### src/rtl/scpc_regs.svh
// register offsets, field positions and reset values for sleep/clock control
`ifndef SCPC_REGS_SVH
`define SCPC_REGS_SVH
`define SCPC_SLEEP_ADDR 8'hbe
`define SCPC_CLOCK_SOURCE_CONTROL_ADDR 8'hc6
`define SCPC_POWER_CONTROL_REG_ADDR 8'h87
`define SCPC_SLP_CALDIS 7
`define SCPC_SLP_XSTB 6
`define SCPC_SLP_RSTB 5
`define SCPC_SLP_RST_LO 3
`define SCPC_SLP_PD 2
`define SCPC_SLP_MODE_LO 0
`define SCPC_CLK_SLOW 7
`define SCPC_CLK_SYS 6
`define SCPC_CLK_TICK_LO 3
`define SCPC_CLK_SPD 0
`define SCPC_POWER_CONTROL_REG_IDLE 0
`define SCPC_RST_CALDIS 1'h0
`define SCPC_RST_PD 1'h1
`define SCPC_RST_MODE 2'h0
`define SCPC_RST_SLOW 1'h1
`define SCPC_RST_SYS 1'h1
`define SCPC_RST_TICK 3'h1
`define SCPC_RST_SPD 1'h1
`define SCPC_CAUSE_POR 2'h0
`define SCPC_CAUSE_EXT 2'h1
`define SCPC_CAUSE_WDT 2'h2
`endif

### src/rtl/scpc_pkg.sv
// types for the sleep and clock power control block
package scpc_pkg;
    typedef enum logic [1:0] {
        SCPC_PM0 = 2'h0,
        SCPC_PM1 = 2'h1,
        SCPC_PM2 = 2'h2,
        SCPC_PM3 = 2'h3
    } scpc_mode_e;
    typedef enum logic [1:0] {
        SCPC_RUN = 2'h0,
        SCPC_SLEEPING = 2'h1
    } scpc_state_e;
    typedef struct packed {
        scpc_state_e state;
        logic rc32k_cal_disable;
        logic cal_active;
        logic unused_osc_powerdown;
        logic pd_pending;
        logic pd_pending_val;
        scpc_mode_e mode;
        logic [1:0] reset_cause;
        logic slow_clock_select;
        logic sys_sel;
        logic sysclk_speed_flag;
        logic [2:0] timer_tick_rate;
        logic [2:0] xstb_sync;
        logic [2:0] rstb_sync;
        logic [2:0] calb_sync;
        logic xstb;
        logic rstb;
        logic calb;
        logic [7:0] rdata;
        logic hf_crystal_osc_pwr;
        logic rcosc_pwr;
        logic rc32k_cal_en;
        logic hf_rc_cal_en;
        logic sys_use_rc;
        logic slow_use_rc;
        logic sleep_req;
        logic [2:0] tick;
        logic cause_captured;
    } scpc_state_s;
endpackage

### src/rtl/scpc_ctrl.sv
// sleep mode and clock source control with register access
`timescale 1ns/100ps
`default_nettype none
`include "scpc_regs.svh"
module scpc_ctrl (
    input wire logic core_clk,
    input wire logic arst_n,
    input wire logic power_on_reset_n,
    input wire logic brownout_reset_n,
    input wire logic ext_reset_n,
    input wire logic wdt_reset,
    input wire logic sfr_wr,
    input wire logic sfr_rd,
    input wire logic [7:0] sfr_addr,
    input wire logic [7:0] sfr_wdata,
    input wire logic wake_event,
    input wire logic hf_crystal_ready,
    input wire logic hf_rc_ready,
    input wire logic cal_busy,
    output logic [7:0] sfr_rdata,
    output logic hf_crystal_osc_on,
    output logic rc_osc_a_on,
    output logic rc32k_cal_enable,
    output logic hf_rc_cal_enable,
    output logic sysclk_use_rc,
    output logic slowclk_use_rc,
    output logic sleep_request,
    output logic [1:0] sleep_mode,
    output logic [2:0] timer_tick_rate
);
    scpc_pkg::scpc_state_s s_reg;
    scpc_pkg::scpc_state_s s_next;
    logic rst_n;

    // arst_n, power-on and brownout resets each hold everything in reset; ext_reset_n does not
    assign rst_n = arst_n & power_on_reset_n & brownout_reset_n;

    function automatic logic hit(input logic [7:0] a, input logic [7:0] ref_a);
        hit = (a == ref_a);
    endfunction

    always_comb begin
        logic wr_sleep;
        logic wr_clk;
        logic wr_power_control_reg;
        logic want_rc;
        logic rc_on;
        logic x_on;
        wr_sleep = 1'b0;
        wr_clk = 1'b0;
        wr_power_control_reg = 1'b0;
        want_rc = 1'b0;
        rc_on = 1'b0;
        x_on = 1'b0;
        s_next = s_reg;
        wr_sleep = sfr_wr && hit(sfr_addr, `SCPC_SLEEP_ADDR);
        wr_clk = sfr_wr && hit(sfr_addr, `SCPC_CLOCK_SOURCE_CONTROL_ADDR);
        wr_power_control_reg = sfr_wr && hit(sfr_addr, `SCPC_POWER_CONTROL_REG_ADDR);
        // three-stage synchronisers, change accepted when stages two and three agree
        s_next.xstb_sync = {s_reg.xstb_sync[1:0], hf_crystal_ready};
        s_next.rstb_sync = {s_reg.rstb_sync[1:0], hf_rc_ready};
        s_next.calb_sync = {s_reg.calb_sync[1:0], cal_busy};
        s_next.xstb = s_reg.xstb & s_reg.hf_crystal_osc_pwr;
        s_next.rstb = s_reg.rstb & s_reg.rcosc_pwr;
        if (s_reg.xstb_sync[1] == s_reg.xstb_sync[2]) begin
            s_next.xstb = s_reg.xstb_sync[2] & s_reg.hf_crystal_osc_pwr;
        end
        if (s_reg.rstb_sync[1] == s_reg.rstb_sync[2]) begin
            s_next.rstb = s_reg.rstb_sync[2] & s_reg.rcosc_pwr;
        end
        if (s_reg.calb_sync[1] == s_reg.calb_sync[2]) begin
            s_next.calb = s_reg.calb_sync[2];
        end
        s_next.cal_active = s_reg.calb & s_reg.rc32k_cal_en;
        // reset cause captured once after release
        if (!s_reg.cause_captured) begin
            s_next.cause_captured = 1'b1;
            if (wdt_reset) begin
                s_next.reset_cause = `SCPC_CAUSE_WDT;
            end else if (!ext_reset_n) begin
                s_next.reset_cause = `SCPC_CAUSE_EXT;
            end else begin
                s_next.reset_cause = `SCPC_CAUSE_POR;
            end
        end
        if (wr_sleep) begin
            s_next.rc32k_cal_disable = sfr_wdata[`SCPC_SLP_CALDIS];
            s_next.mode = scpc_pkg::scpc_mode_e'(sfr_wdata[`SCPC_SLP_MODE_LO +: 2]);
            if (s_reg.cal_active) begin
                s_next.pd_pending = 1'b1;
                s_next.pd_pending_val = sfr_wdata[`SCPC_SLP_PD];
            end else begin
                s_next.unused_osc_powerdown = sfr_wdata[`SCPC_SLP_PD];
                s_next.pd_pending = 1'b0;
            end
        end else if (s_reg.pd_pending && !s_reg.cal_active) begin
            s_next.pd_pending = 1'b0;
            s_next.unused_osc_powerdown = s_reg.pd_pending_val;
        end
        if (wr_clk) begin
            s_next.slow_clock_select = sfr_wdata[`SCPC_CLK_SLOW];
            s_next.sys_sel = sfr_wdata[`SCPC_CLK_SYS];
            s_next.timer_tick_rate = sfr_wdata[`SCPC_CLK_TICK_LO +: 3];
        end
        // oscillator power: selected and in-use ones are always on, other only if powerdown clear
        want_rc = s_reg.sys_sel;
        rc_on = want_rc || !s_reg.unused_osc_powerdown || s_reg.sys_use_rc;
        x_on = !want_rc || !s_reg.unused_osc_powerdown || !s_reg.sys_use_rc;
        s_next.rcosc_pwr = rc_on;
        s_next.hf_crystal_osc_pwr = x_on;
        // switch source only when the chosen one is stable
        if (want_rc != s_reg.sys_use_rc) begin
            if ((want_rc && s_reg.rstb) || (!want_rc && s_reg.xstb)) begin
                s_next.sys_use_rc = want_rc;
                s_next.sysclk_speed_flag = want_rc;
            end
        end
        s_next.slow_use_rc = s_reg.slow_clock_select;
        // calibration disable honoured only while running on the RC oscillator
        if (s_reg.rc32k_cal_disable && s_reg.sys_use_rc) begin
            s_next.rc32k_cal_en = 1'b0;
        end else if (!s_reg.rc32k_cal_disable) begin
            s_next.rc32k_cal_en = !s_reg.sys_use_rc && s_reg.xstb && s_reg.mode == scpc_pkg::SCPC_PM0;
        end
        s_next.hf_rc_cal_en = !s_reg.sys_use_rc && s_reg.rcosc_pwr && s_reg.rstb;
        s_next.tick = s_reg.timer_tick_rate;
        // sleep sequencing
        s_next.sleep_req = 1'b0;
        unique case (s_reg.state)
            scpc_pkg::SCPC_RUN: begin
                if (wr_power_control_reg && sfr_wdata[`SCPC_POWER_CONTROL_REG_IDLE] && s_reg.mode != scpc_pkg::SCPC_PM0
                    && !s_reg.cal_active) begin
                    s_next.state = scpc_pkg::SCPC_SLEEPING;
                    s_next.sleep_req = 1'b1;
                end
            end
            scpc_pkg::SCPC_SLEEPING: begin
                s_next.sleep_req = 1'b1;
                if (wake_event) begin
                    s_next.state = scpc_pkg::SCPC_RUN;
                    s_next.sleep_req = 1'b0;
                    s_next.mode = scpc_pkg::SCPC_PM0;
                    if (s_reg.mode == scpc_pkg::SCPC_PM2 || s_reg.mode == scpc_pkg::SCPC_PM3) begin
                        s_next.rc32k_cal_disable = `SCPC_RST_CALDIS;
                        s_next.slow_clock_select = `SCPC_RST_SLOW;
                    end
                end
            end
            default: begin
                s_next.state = scpc_pkg::SCPC_RUN;
            end
        endcase
        s_next.rdata = 8'h00;
        if (sfr_rd && hit(sfr_addr, `SCPC_SLEEP_ADDR)) begin
            s_next.rdata = {s_reg.rc32k_cal_disable, s_reg.xstb, s_reg.rstb, s_reg.reset_cause,
                            s_reg.unused_osc_powerdown, s_reg.mode};
        end else if (sfr_rd && hit(sfr_addr, `SCPC_CLOCK_SOURCE_CONTROL_ADDR)) begin
            s_next.rdata = {s_reg.slow_clock_select, s_reg.sys_sel, s_reg.timer_tick_rate, 2'h0,
                            s_reg.sysclk_speed_flag};
        end
    end

    always_ff @(posedge core_clk or negedge rst_n) begin
        if (!rst_n) begin
            s_reg <= '0;
            s_reg.state <= scpc_pkg::SCPC_RUN;
            s_reg.rc32k_cal_disable <= `SCPC_RST_CALDIS;
            s_reg.unused_osc_powerdown <= `SCPC_RST_PD;
            s_reg.mode <= scpc_pkg::scpc_mode_e'(`SCPC_RST_MODE);
            s_reg.slow_clock_select <= `SCPC_RST_SLOW;
            s_reg.sys_sel <= `SCPC_RST_SYS;
            s_reg.sys_use_rc <= `SCPC_RST_SYS;
            s_reg.sysclk_speed_flag <= `SCPC_RST_SPD;
            s_reg.timer_tick_rate <= `SCPC_RST_TICK;
            s_reg.tick <= `SCPC_RST_TICK;
            s_reg.rcosc_pwr <= 1'b1;
            s_reg.slow_use_rc <= 1'b1;
        end else begin
            s_reg <= s_next;
        end
    end

    assign sfr_rdata = s_reg.rdata;
    assign hf_crystal_osc_on = s_reg.hf_crystal_osc_pwr;
    assign rc_osc_a_on = s_reg.rcosc_pwr;
    assign rc32k_cal_enable = s_reg.rc32k_cal_en;
    assign hf_rc_cal_enable = s_reg.hf_rc_cal_en;
    assign sysclk_use_rc = s_reg.sys_use_rc;
    assign slowclk_use_rc = s_reg.slow_use_rc;
    assign sleep_request = s_reg.sleep_req;
    assign sleep_mode = s_reg.mode;
    assign timer_tick_rate = s_reg.tick;

    property p_switch_needs_stable;
        @(posedge core_clk) disable iff (!rst_n)
        $changed(s_reg.sys_use_rc) |-> (s_reg.sys_use_rc ? $past(s_reg.rstb) : $past(s_reg.xstb));
    endproperty
    a_switch_needs_stable: assert property (p_switch_needs_stable) else $error("clock switched before stable");

    property p_speed_follows;
        @(posedge core_clk) disable iff (!rst_n)
        s_reg.sysclk_speed_flag == s_reg.sys_use_rc;
    endproperty
    a_speed_follows: assert property (p_speed_follows) else $error("speed flag mismatch");

    property p_selected_powered;
        @(posedge core_clk) disable iff (!rst_n)
        $past(s_reg.sys_sel) |-> rc_osc_a_on;
    endproperty
    a_selected_powered: assert property (p_selected_powered) else $error("selected rc not powered");

    property p_both_on;
        @(posedge core_clk) disable iff (!rst_n)
        !$past(s_reg.unused_osc_powerdown) |-> (rc_osc_a_on && hf_crystal_osc_on);
    endproperty
    a_both_on: assert property (p_both_on) else $error("oscillator off with powerdown clear");

    property p_pd_deferred;
        @(posedge core_clk) disable iff (!rst_n)
        s_reg.cal_active && !$past(s_reg.pd_pending) && s_reg.pd_pending |-> $stable(s_reg.unused_osc_powerdown);
    endproperty
    a_pd_deferred: assert property (p_pd_deferred) else $error("powerdown updated during calibration");

    property p_xstb_needs_power;
        @(posedge core_clk) disable iff (!rst_n)
        s_reg.xstb |-> $past(s_reg.hf_crystal_osc_pwr);
    endproperty
    a_xstb_needs_power: assert property (p_xstb_needs_power) else $error("crystal stable while off");

    property p_rstb_needs_power;
        @(posedge core_clk) disable iff (!rst_n)
        s_reg.rstb |-> $past(s_reg.rcosc_pwr);
    endproperty
    a_rstb_needs_power: assert property (p_rstb_needs_power) else $error("rc stable while off");

    property p_wake_pm0;
        @(posedge core_clk) disable iff (!rst_n)
        s_reg.state == scpc_pkg::SCPC_SLEEPING && wake_event |=> sleep_mode == 2'h0 && !sleep_request;
    endproperty
    a_wake_pm0: assert property (p_wake_pm0) else $error("wake did not return to mode 0");

    property p_deep_wake_restore;
        @(posedge core_clk) disable iff (!rst_n)
        s_reg.state == scpc_pkg::SCPC_SLEEPING && wake_event && s_reg.mode[1]
        |=> s_reg.slow_clock_select && !s_reg.rc32k_cal_disable;
    endproperty
    a_deep_wake_restore: assert property (p_deep_wake_restore) else $error("bits not restored");

    property p_caldis_rc;
        @(posedge core_clk) disable iff (!rst_n)
        s_reg.rc32k_cal_disable && s_reg.sys_use_rc |=> !rc32k_cal_enable;
    endproperty
    a_caldis_rc: assert property (p_caldis_rc) else $error("calibration not disabled");

    property p_tick_write;
        @(posedge core_clk) disable iff (!rst_n)
        sfr_wr && sfr_addr == `SCPC_CLOCK_SOURCE_CONTROL_ADDR
        |=> s_reg.timer_tick_rate == $past(sfr_wdata[`SCPC_CLK_TICK_LO +: 3]);
    endproperty
    a_tick_write: assert property (p_tick_write) else $error("tick field not written");

    property p_sys_sel_write;
        @(posedge core_clk) disable iff (!rst_n)
        sfr_wr && sfr_addr == `SCPC_CLOCK_SOURCE_CONTROL_ADDR |=> s_reg.sys_sel == $past(sfr_wdata[`SCPC_CLK_SYS]);
    endproperty
    a_sys_sel_write: assert property (p_sys_sel_write) else $error("clock select not written");

    property p_mode_write;
        @(posedge core_clk) disable iff (!rst_n)
        sfr_wr && sfr_addr == `SCPC_SLEEP_ADDR && s_reg.state == scpc_pkg::SCPC_RUN
        |=> sleep_mode == $past(sfr_wdata[`SCPC_SLP_MODE_LO +: 2]);
    endproperty
    a_mode_write: assert property (p_mode_write) else $error("mode field not written");

    property p_cause_stable;
        @(posedge core_clk) disable iff (!rst_n)
        s_reg.cause_captured |=> $stable(s_reg.reset_cause);
    endproperty
    a_cause_stable: assert property (p_cause_stable) else $error("reset cause changed");

    property p_cause_legal;
        @(posedge core_clk) disable iff (!rst_n)
        s_reg.reset_cause != 2'h3;
    endproperty
    a_cause_legal: assert property (p_cause_legal) else $error("reset cause code illegal");

    property p_sleep_needs_mode;
        @(posedge core_clk) disable iff (!rst_n)
        $rose(sleep_request) |-> $past(s_reg.mode) != scpc_pkg::SCPC_PM0;
    endproperty
    a_sleep_needs_mode: assert property (p_sleep_needs_mode) else $error("sleep entered in mode 0");

    property p_slow_follows;
        @(posedge core_clk) disable iff (!rst_n)
        slowclk_use_rc == $past(s_reg.slow_clock_select);
    endproperty
    a_slow_follows: assert property (p_slow_follows) else $error("slow clock source mismatch");

    property p_rc_unused_off;
        @(posedge core_clk) disable iff (!rst_n)
        $past(s_reg.unused_osc_powerdown) && !$past(s_reg.sys_sel) && !$past(s_reg.sys_use_rc)
        |-> !rc_osc_a_on;
    endproperty
    a_rc_unused_off: assert property (p_rc_unused_off) else $error("unused rc still powered");

    property p_speed_reads;
        @(posedge core_clk) disable iff (!rst_n)
        sfr_rd && sfr_addr == `SCPC_CLOCK_SOURCE_CONTROL_ADDR
        |=> sfr_rdata[`SCPC_CLK_SPD] == $past(s_reg.sysclk_speed_flag);
    endproperty
    a_speed_reads: assert property (p_speed_reads) else $error("speed flag read wrong");

    property p_stable_reads;
        @(posedge core_clk) disable iff (!rst_n)
        sfr_rd && sfr_addr == `SCPC_SLEEP_ADDR
        |=> sfr_rdata[`SCPC_SLP_XSTB] == $past(s_reg.xstb) && sfr_rdata[`SCPC_SLP_RSTB] == $past(s_reg.rstb);
    endproperty
    a_stable_reads: assert property (p_stable_reads) else $error("stable flags read wrong");

    c_switch_to_hf_crystal_osc: cover property (@(posedge core_clk) disable iff (!rst_n) $fell(s_reg.sys_use_rc));
    c_sleep_wake: cover property (@(posedge core_clk) disable iff (!rst_n) $fell(sleep_request));
    c_pd_deferred: cover property (@(posedge core_clk) disable iff (!rst_n) $fell(s_reg.pd_pending));
    c_deep_wake: cover property (@(posedge core_clk) disable iff (!rst_n)
        s_reg.state == scpc_pkg::SCPC_SLEEPING && wake_event && s_reg.mode[1]);
    c_cal_stop: cover property (@(posedge core_clk) disable iff (!rst_n) $fell(rc32k_cal_enable));
endmodule
`default_nettype wire

### config.mk
export PLATFORM = sky130hd
export DESIGN_NAME = scpc_ctrl
export DESIGN_NICKNAME = d
export VERILOG_FILES = /design/src/rtl/scpc_pkg.sv /design/src/rtl/scpc_ctrl.sv
export VERILOG_INCLUDE_DIRS = /design/src /design/src/rtl
export SDC_FILE = /design/constraint.sdc
export NUM_CORES = 1
export LEC_CHECK = 0
export BUFFER_PORTS_ARGS = -buffer_cell sky130_fd_sc_hd__buf_2
export CAP_MARGIN = 20
export CORE_ASPECT_RATIO = 1.75
export CORE_MARGIN = 4
export CORE_UTILIZATION = 51
export DETAILED_ROUTE_END_ITERATION = 6
export PLACE_DENSITY = 0.77
export REMOVE_ABC_BUFFERS = 1
export SETUP_SLACK_MARGIN = 0.5
export SYNTH_ARGS = -nofsm -noshare
export SYNTH_HDL_FRONTEND = slang
export SYNTH_SLANG_ARGS = --single-unit
### constraint.sdc
create_clock -name core_clk -period 2.4 [get_ports core_clk]
set_clock_uncertainty 0.05 [all_clocks]
set_input_delay 0.48 -clock core_clk [delete_from_list [all_inputs] [get_ports core_clk]]
set_output_delay 0.48 -clock core_clk [all_outputs]
set_load 0.02 [all_outputs]
# Word-level counts from Yosys, hierarchy flattened
# Index checks and enable logic that the tools add are counted.
# word_totals
register_bits,47
in_bits,28
# op_classes
bitwise_logic,7
n_reduce_logical,34
eq_ne,14
mux,28
# op_table
cell,n
8-bit == test (second input constant),3
1-bit logical AND,16
2-bit 2-to-1 mux,8
8-bit 2-to-1 mux,2
1-bit 2-to-1 mux,15
2-bit AND reduction,4
1-bit AND,7
1-bit logical OR,6
2-bit inequality test (second input constant),3
2-bit == test (second input constant),2
1-bit zero test,4
2-bit zero test,2
2-bit one-hot mux with 2 select lines,1
2-bit nonzero test,2
1-bit == test,3
3-bit 2-to-1 mux,1
2-bit by 1-bit == test with 1-bit output (second input constant),1
2-bit by 1-bit inequality test with 1-bit output (second input constant),1
1-bit one-hot mux with 2 select lines,1
1-bit inequality test,1

# Longest topological paths before layout
# logic_depth
ltp_word,7
mapped_depth,5

# Worst setup path after synthesis
# Ideal clock, no wire load.
# synth_timing
path_kind,input port to flip-flop
from,input sfr_addr[3]
to,register s_reg (netlist bit s_next[2])
setup_ns,0.125
t_arrival_ns,1.372
cell_stages,4
n_path_buf,1
slack_ns,0.853
cell_sequence,nor3_4 and3_1 buf_6 mux2_4
# synth_between
elab_chain_len,2
# synth_rtl
element,line_no,source
start: declaration,scpc_ctrl.sv:14,"input wire logic [7:0] sfr_addr,"
8-bit == test,scpc_ctrl.sv:39,hit = (a == ref_a);
1-bit logical AND,scpc_ctrl.sv:57,"wr_clk = sfr_wr && hit(sfr_addr, `SCPC_CLOCK_SOURCE_CONTROL_ADDR);"
end signal: assignment,scpc_ctrl.sv:179,s_reg <= s_next;
end: declaration,scpc_ctrl.sv:31,scpc_pkg::scpc_state_s s_reg;
# Every way passes these cells.
# A chain may end at the register's enable or synchronous reset.

# Worst setup path after layout
# layout_timing
from,register s_reg (netlist bit sysclk_use_rc)
to,output sysclk_use_rc
# layout_rtl
element,line_no,source
end: declaration,scpc_ctrl.sv:25,"output logic sysclk_use_rc,"
# No word-level cell between the ends.

==> results.txt <==
# fillers: 299
FF-to-FF Start: s_reg[46]$_DFFE_PN0P_
fin area: 2130 sq um
final worst path period need: 1.59 ns
Synth Flop Type: dfrtp_1
power per cell area: 705 nW/um^2
DR vias: 1,199
hold path start: hf_rc_ready
fraction of layout instances using a drive strength above 1: 0.386
Root Buffer: clkbuf_8
# DRC: 0
Psw: 327 uW
die height: 88.0 um
top-count cell post-synth: dfrtp_1
# H-tree levels: 2
WHS Endpoint: s_next[26]$_DFF_PN0_
critical path class: flop to primary output
FP Rows: 28
first-pass GRT wire length: 5.55 mm
clock net sink count: 46
Post-synth EDFFs: 0
Area contributors post-synth: dfrtp_1, dfstp_2, buf_4
initial antenna violation count: 0
Overall Global Routing Usage: 0.165
Critical Path Sink Type: primary output
outcome: finished clean
Sw Ratio: 0.218
Critical Path Start Type: flop
Initial Utilization: 0.538
Sum Neg Setup Slack: 0 ns
clk buf depth: 2
CP max stage delay: 0.59 ns
remaining antenna violation count: 0
Int Power: 1170 uW
post-DR vias/cell: 5.24
Clock transition at path regs: 0.08 ns
CP Cell Sequence: buf_2
Lkg Pwr: 0.00104 uW
WP data required: 1.87 ns
Die X-Extent: 53.7 um
final WL: 3.36 mm
ys async rst share: 1.00
Layout Nets: 211
global route overflow: 0
pin count of the biggest net entering global routing: 47
Synth Warn #: 0
Finish-stage setup viols: 0
Iter 0 DRT Violations: 29
Critical Path AT: 1.06 ns
worst reg2reg path depth: 3
Layout area overhead: 14.1%
logic gate share of total power: 0.071
crit-path max FO: 6
fmax: 629 MHz
reg2reg setup slack: 1.29 ns
FF+latch count, synth: 46
# port buffers: 47
Post CTS Setup Buffer Count: 0
worst skew pair latency: 0.30 ns
Synth top cells by count: dfrtp_1, nand3_1, buf_4, nand2_1, dfstp_2
hold depth: 1
wire per inst: 14.7 um
placer congestion estimate: 0.839
max FFs per register: 16
Synth area leader: dfrtp_1
fin crit share: 0.662
die area: 4730 sq um
worst r2r dst: sleep_request$_DFF_PN0_
CORE AREA: 3470 sq um
DRT Pass-1 Iters: 4
sequential cell area: 1160 sq um
worst min-delay path class: input pin to flop
Top-Level Pins: 48
CTS resizes: 0
Fin. Hold Viols: 0
cell area after placement: 2020 sq um
Clk pwr share: 0.367
Max VDD drop: 906 uV
vias in the first global route: 1,217
CTS tree: yes
RSZ-0062 raised after global routing: false
library cells used by synthesis: 35
maxcap violations: 0
Slew headroom: 0.645
Syn Inst Count: 146
footprint of the multi-input gates: 549 sq um
average cell area after synthesis: 12.8 sq um
Final Max Tran Viols: 0
hpwl dp: 2.63 mm
total CTS buffers: 5
sequential cell area fraction in the yosys report: 0.622
Critical path buffers and inverters: 1
actual slew at the worst max-slew pin: 0.533 ns
Synth top area share: 0.509
Post-Syn Area: 1870 sq um
Slowest-stage cell, CP: dfstp_2
Crit path max-delay family: flip-flops
part of the power in registers: 0.562
# hold bufs at CTS: 0
antenna diode count: 0
-- through the flow --
stage               utilization  std cells  hold slack, ns  setup slack, ns  power (uW)
floorplan                     -        128           0.281            0.465         907
global placement          0.583        221           0.284            0.627         959
detailed placement        0.583        221           0.286            0.570         967
CTS                       0.614        229           0.226            0.798        1520
global route              0.614        229           0.210            0.758        1570
finish                    0.614        229           0.232            0.811        1500
-- area by class of cell --
type                       count  share of cell area
tap                           45              0.0264
multi-input combinational     79               0.258
clock inverter                 2              0.0176
timing repair buffer          48               0.114
sequential                    46               0.545
inverter                       3             0.00528
clock buffer                   6              0.0341
-- logic make-up after synthesis --
| logic type | count (synthesis) | synth area share |
|---|---|---|
| AO/OA/AOI/OAI | 19 | 0.0610 |
| adder cells (fa/ha/maj) | 1 | 0.00536 |
| buffers and inverters | 21 | 0.0844 |
| flip-flops | 46 | 0.622 |
| multiplexers | 12 | 0.0764 |
| other | 1 | 0.00201 |
| AND/OR/NAND/NOR | 46 | 0.149 |
-- metal layers --
layer	vias up	share of wire	wire (um)	global-route usage
li1	574	-	-	-
met1	580	0.39	1300	0.187
met2	39	0.53	1770	0.283
met3	6	0.065	217	0.0409
met4	0	0.021	71	0.0767
met5	-	0	0	0
-- cell usage in the layout (no fill, tap or decap), drive strengths merged --
cell type	count
o211ai	1
and3	5
a21boi	2
maj3	1
nor3	1
nor2b	1
dfstp	8
nand4b	1
conb	1
nand2	10
and4bb	1
nand4	2
mux2	6
and4	2
clkbuf	6
o22ai	2
clkinvlp	1
and4b	2
nor4b	1
bufinv	1
o21ai	4
buf	48
and2b	1
o21a	1
nand3	15
and2	2
mux2i	6
nor2	1
nand3b	1
o31ai	1
a21oi	7
dfrtp	38
inv	3
o2111ai	1
-- power by group through the flow --
| stage | logic [uW] | registers [uW] | clock network, uW |
|---|---|---|---|
| global route | 118 | 849 | 606 |
| global placement | 102 | 856 | 0 |
| detailed placement | 108 | 858 | 0 |
| CTS | 108 | 844 | 565 |
| finish | 106 | 844 | 551 |
| floorplan | 45.5 | 862 | 0 |
-- how the worst max path moves through the flow --
| stage | startpoint | end | slack, ns | depth (start not counted) |
|---|---|---|---|---|
| after detailed placement | sfr_addr[4] | s_next[2]$_DFFE_PN0N_ | 0.57 | 4 |
| after floorplan | brownout_reset_n | hf_crystal_osc_on$_DFF_PN0_ | 0.47 | 1 |
| after CTS | sysclk_use_rc$_DFFE_PN1P_ | sysclk_use_rc | 0.80 | 1 |
| after global routing | sysclk_use_rc$_DFFE_PN1P_ | sysclk_use_rc | 0.76 | 1 |
| after global placement | sfr_addr[4] | s_next[2]$_DFFE_PN0N_ | 0.63 | 4 |
| final | sysclk_use_rc$_DFFE_PN1P_ | sysclk_use_rc | 0.81 | 1 |
Note: power is estimated with default switching activity, not from simulation.
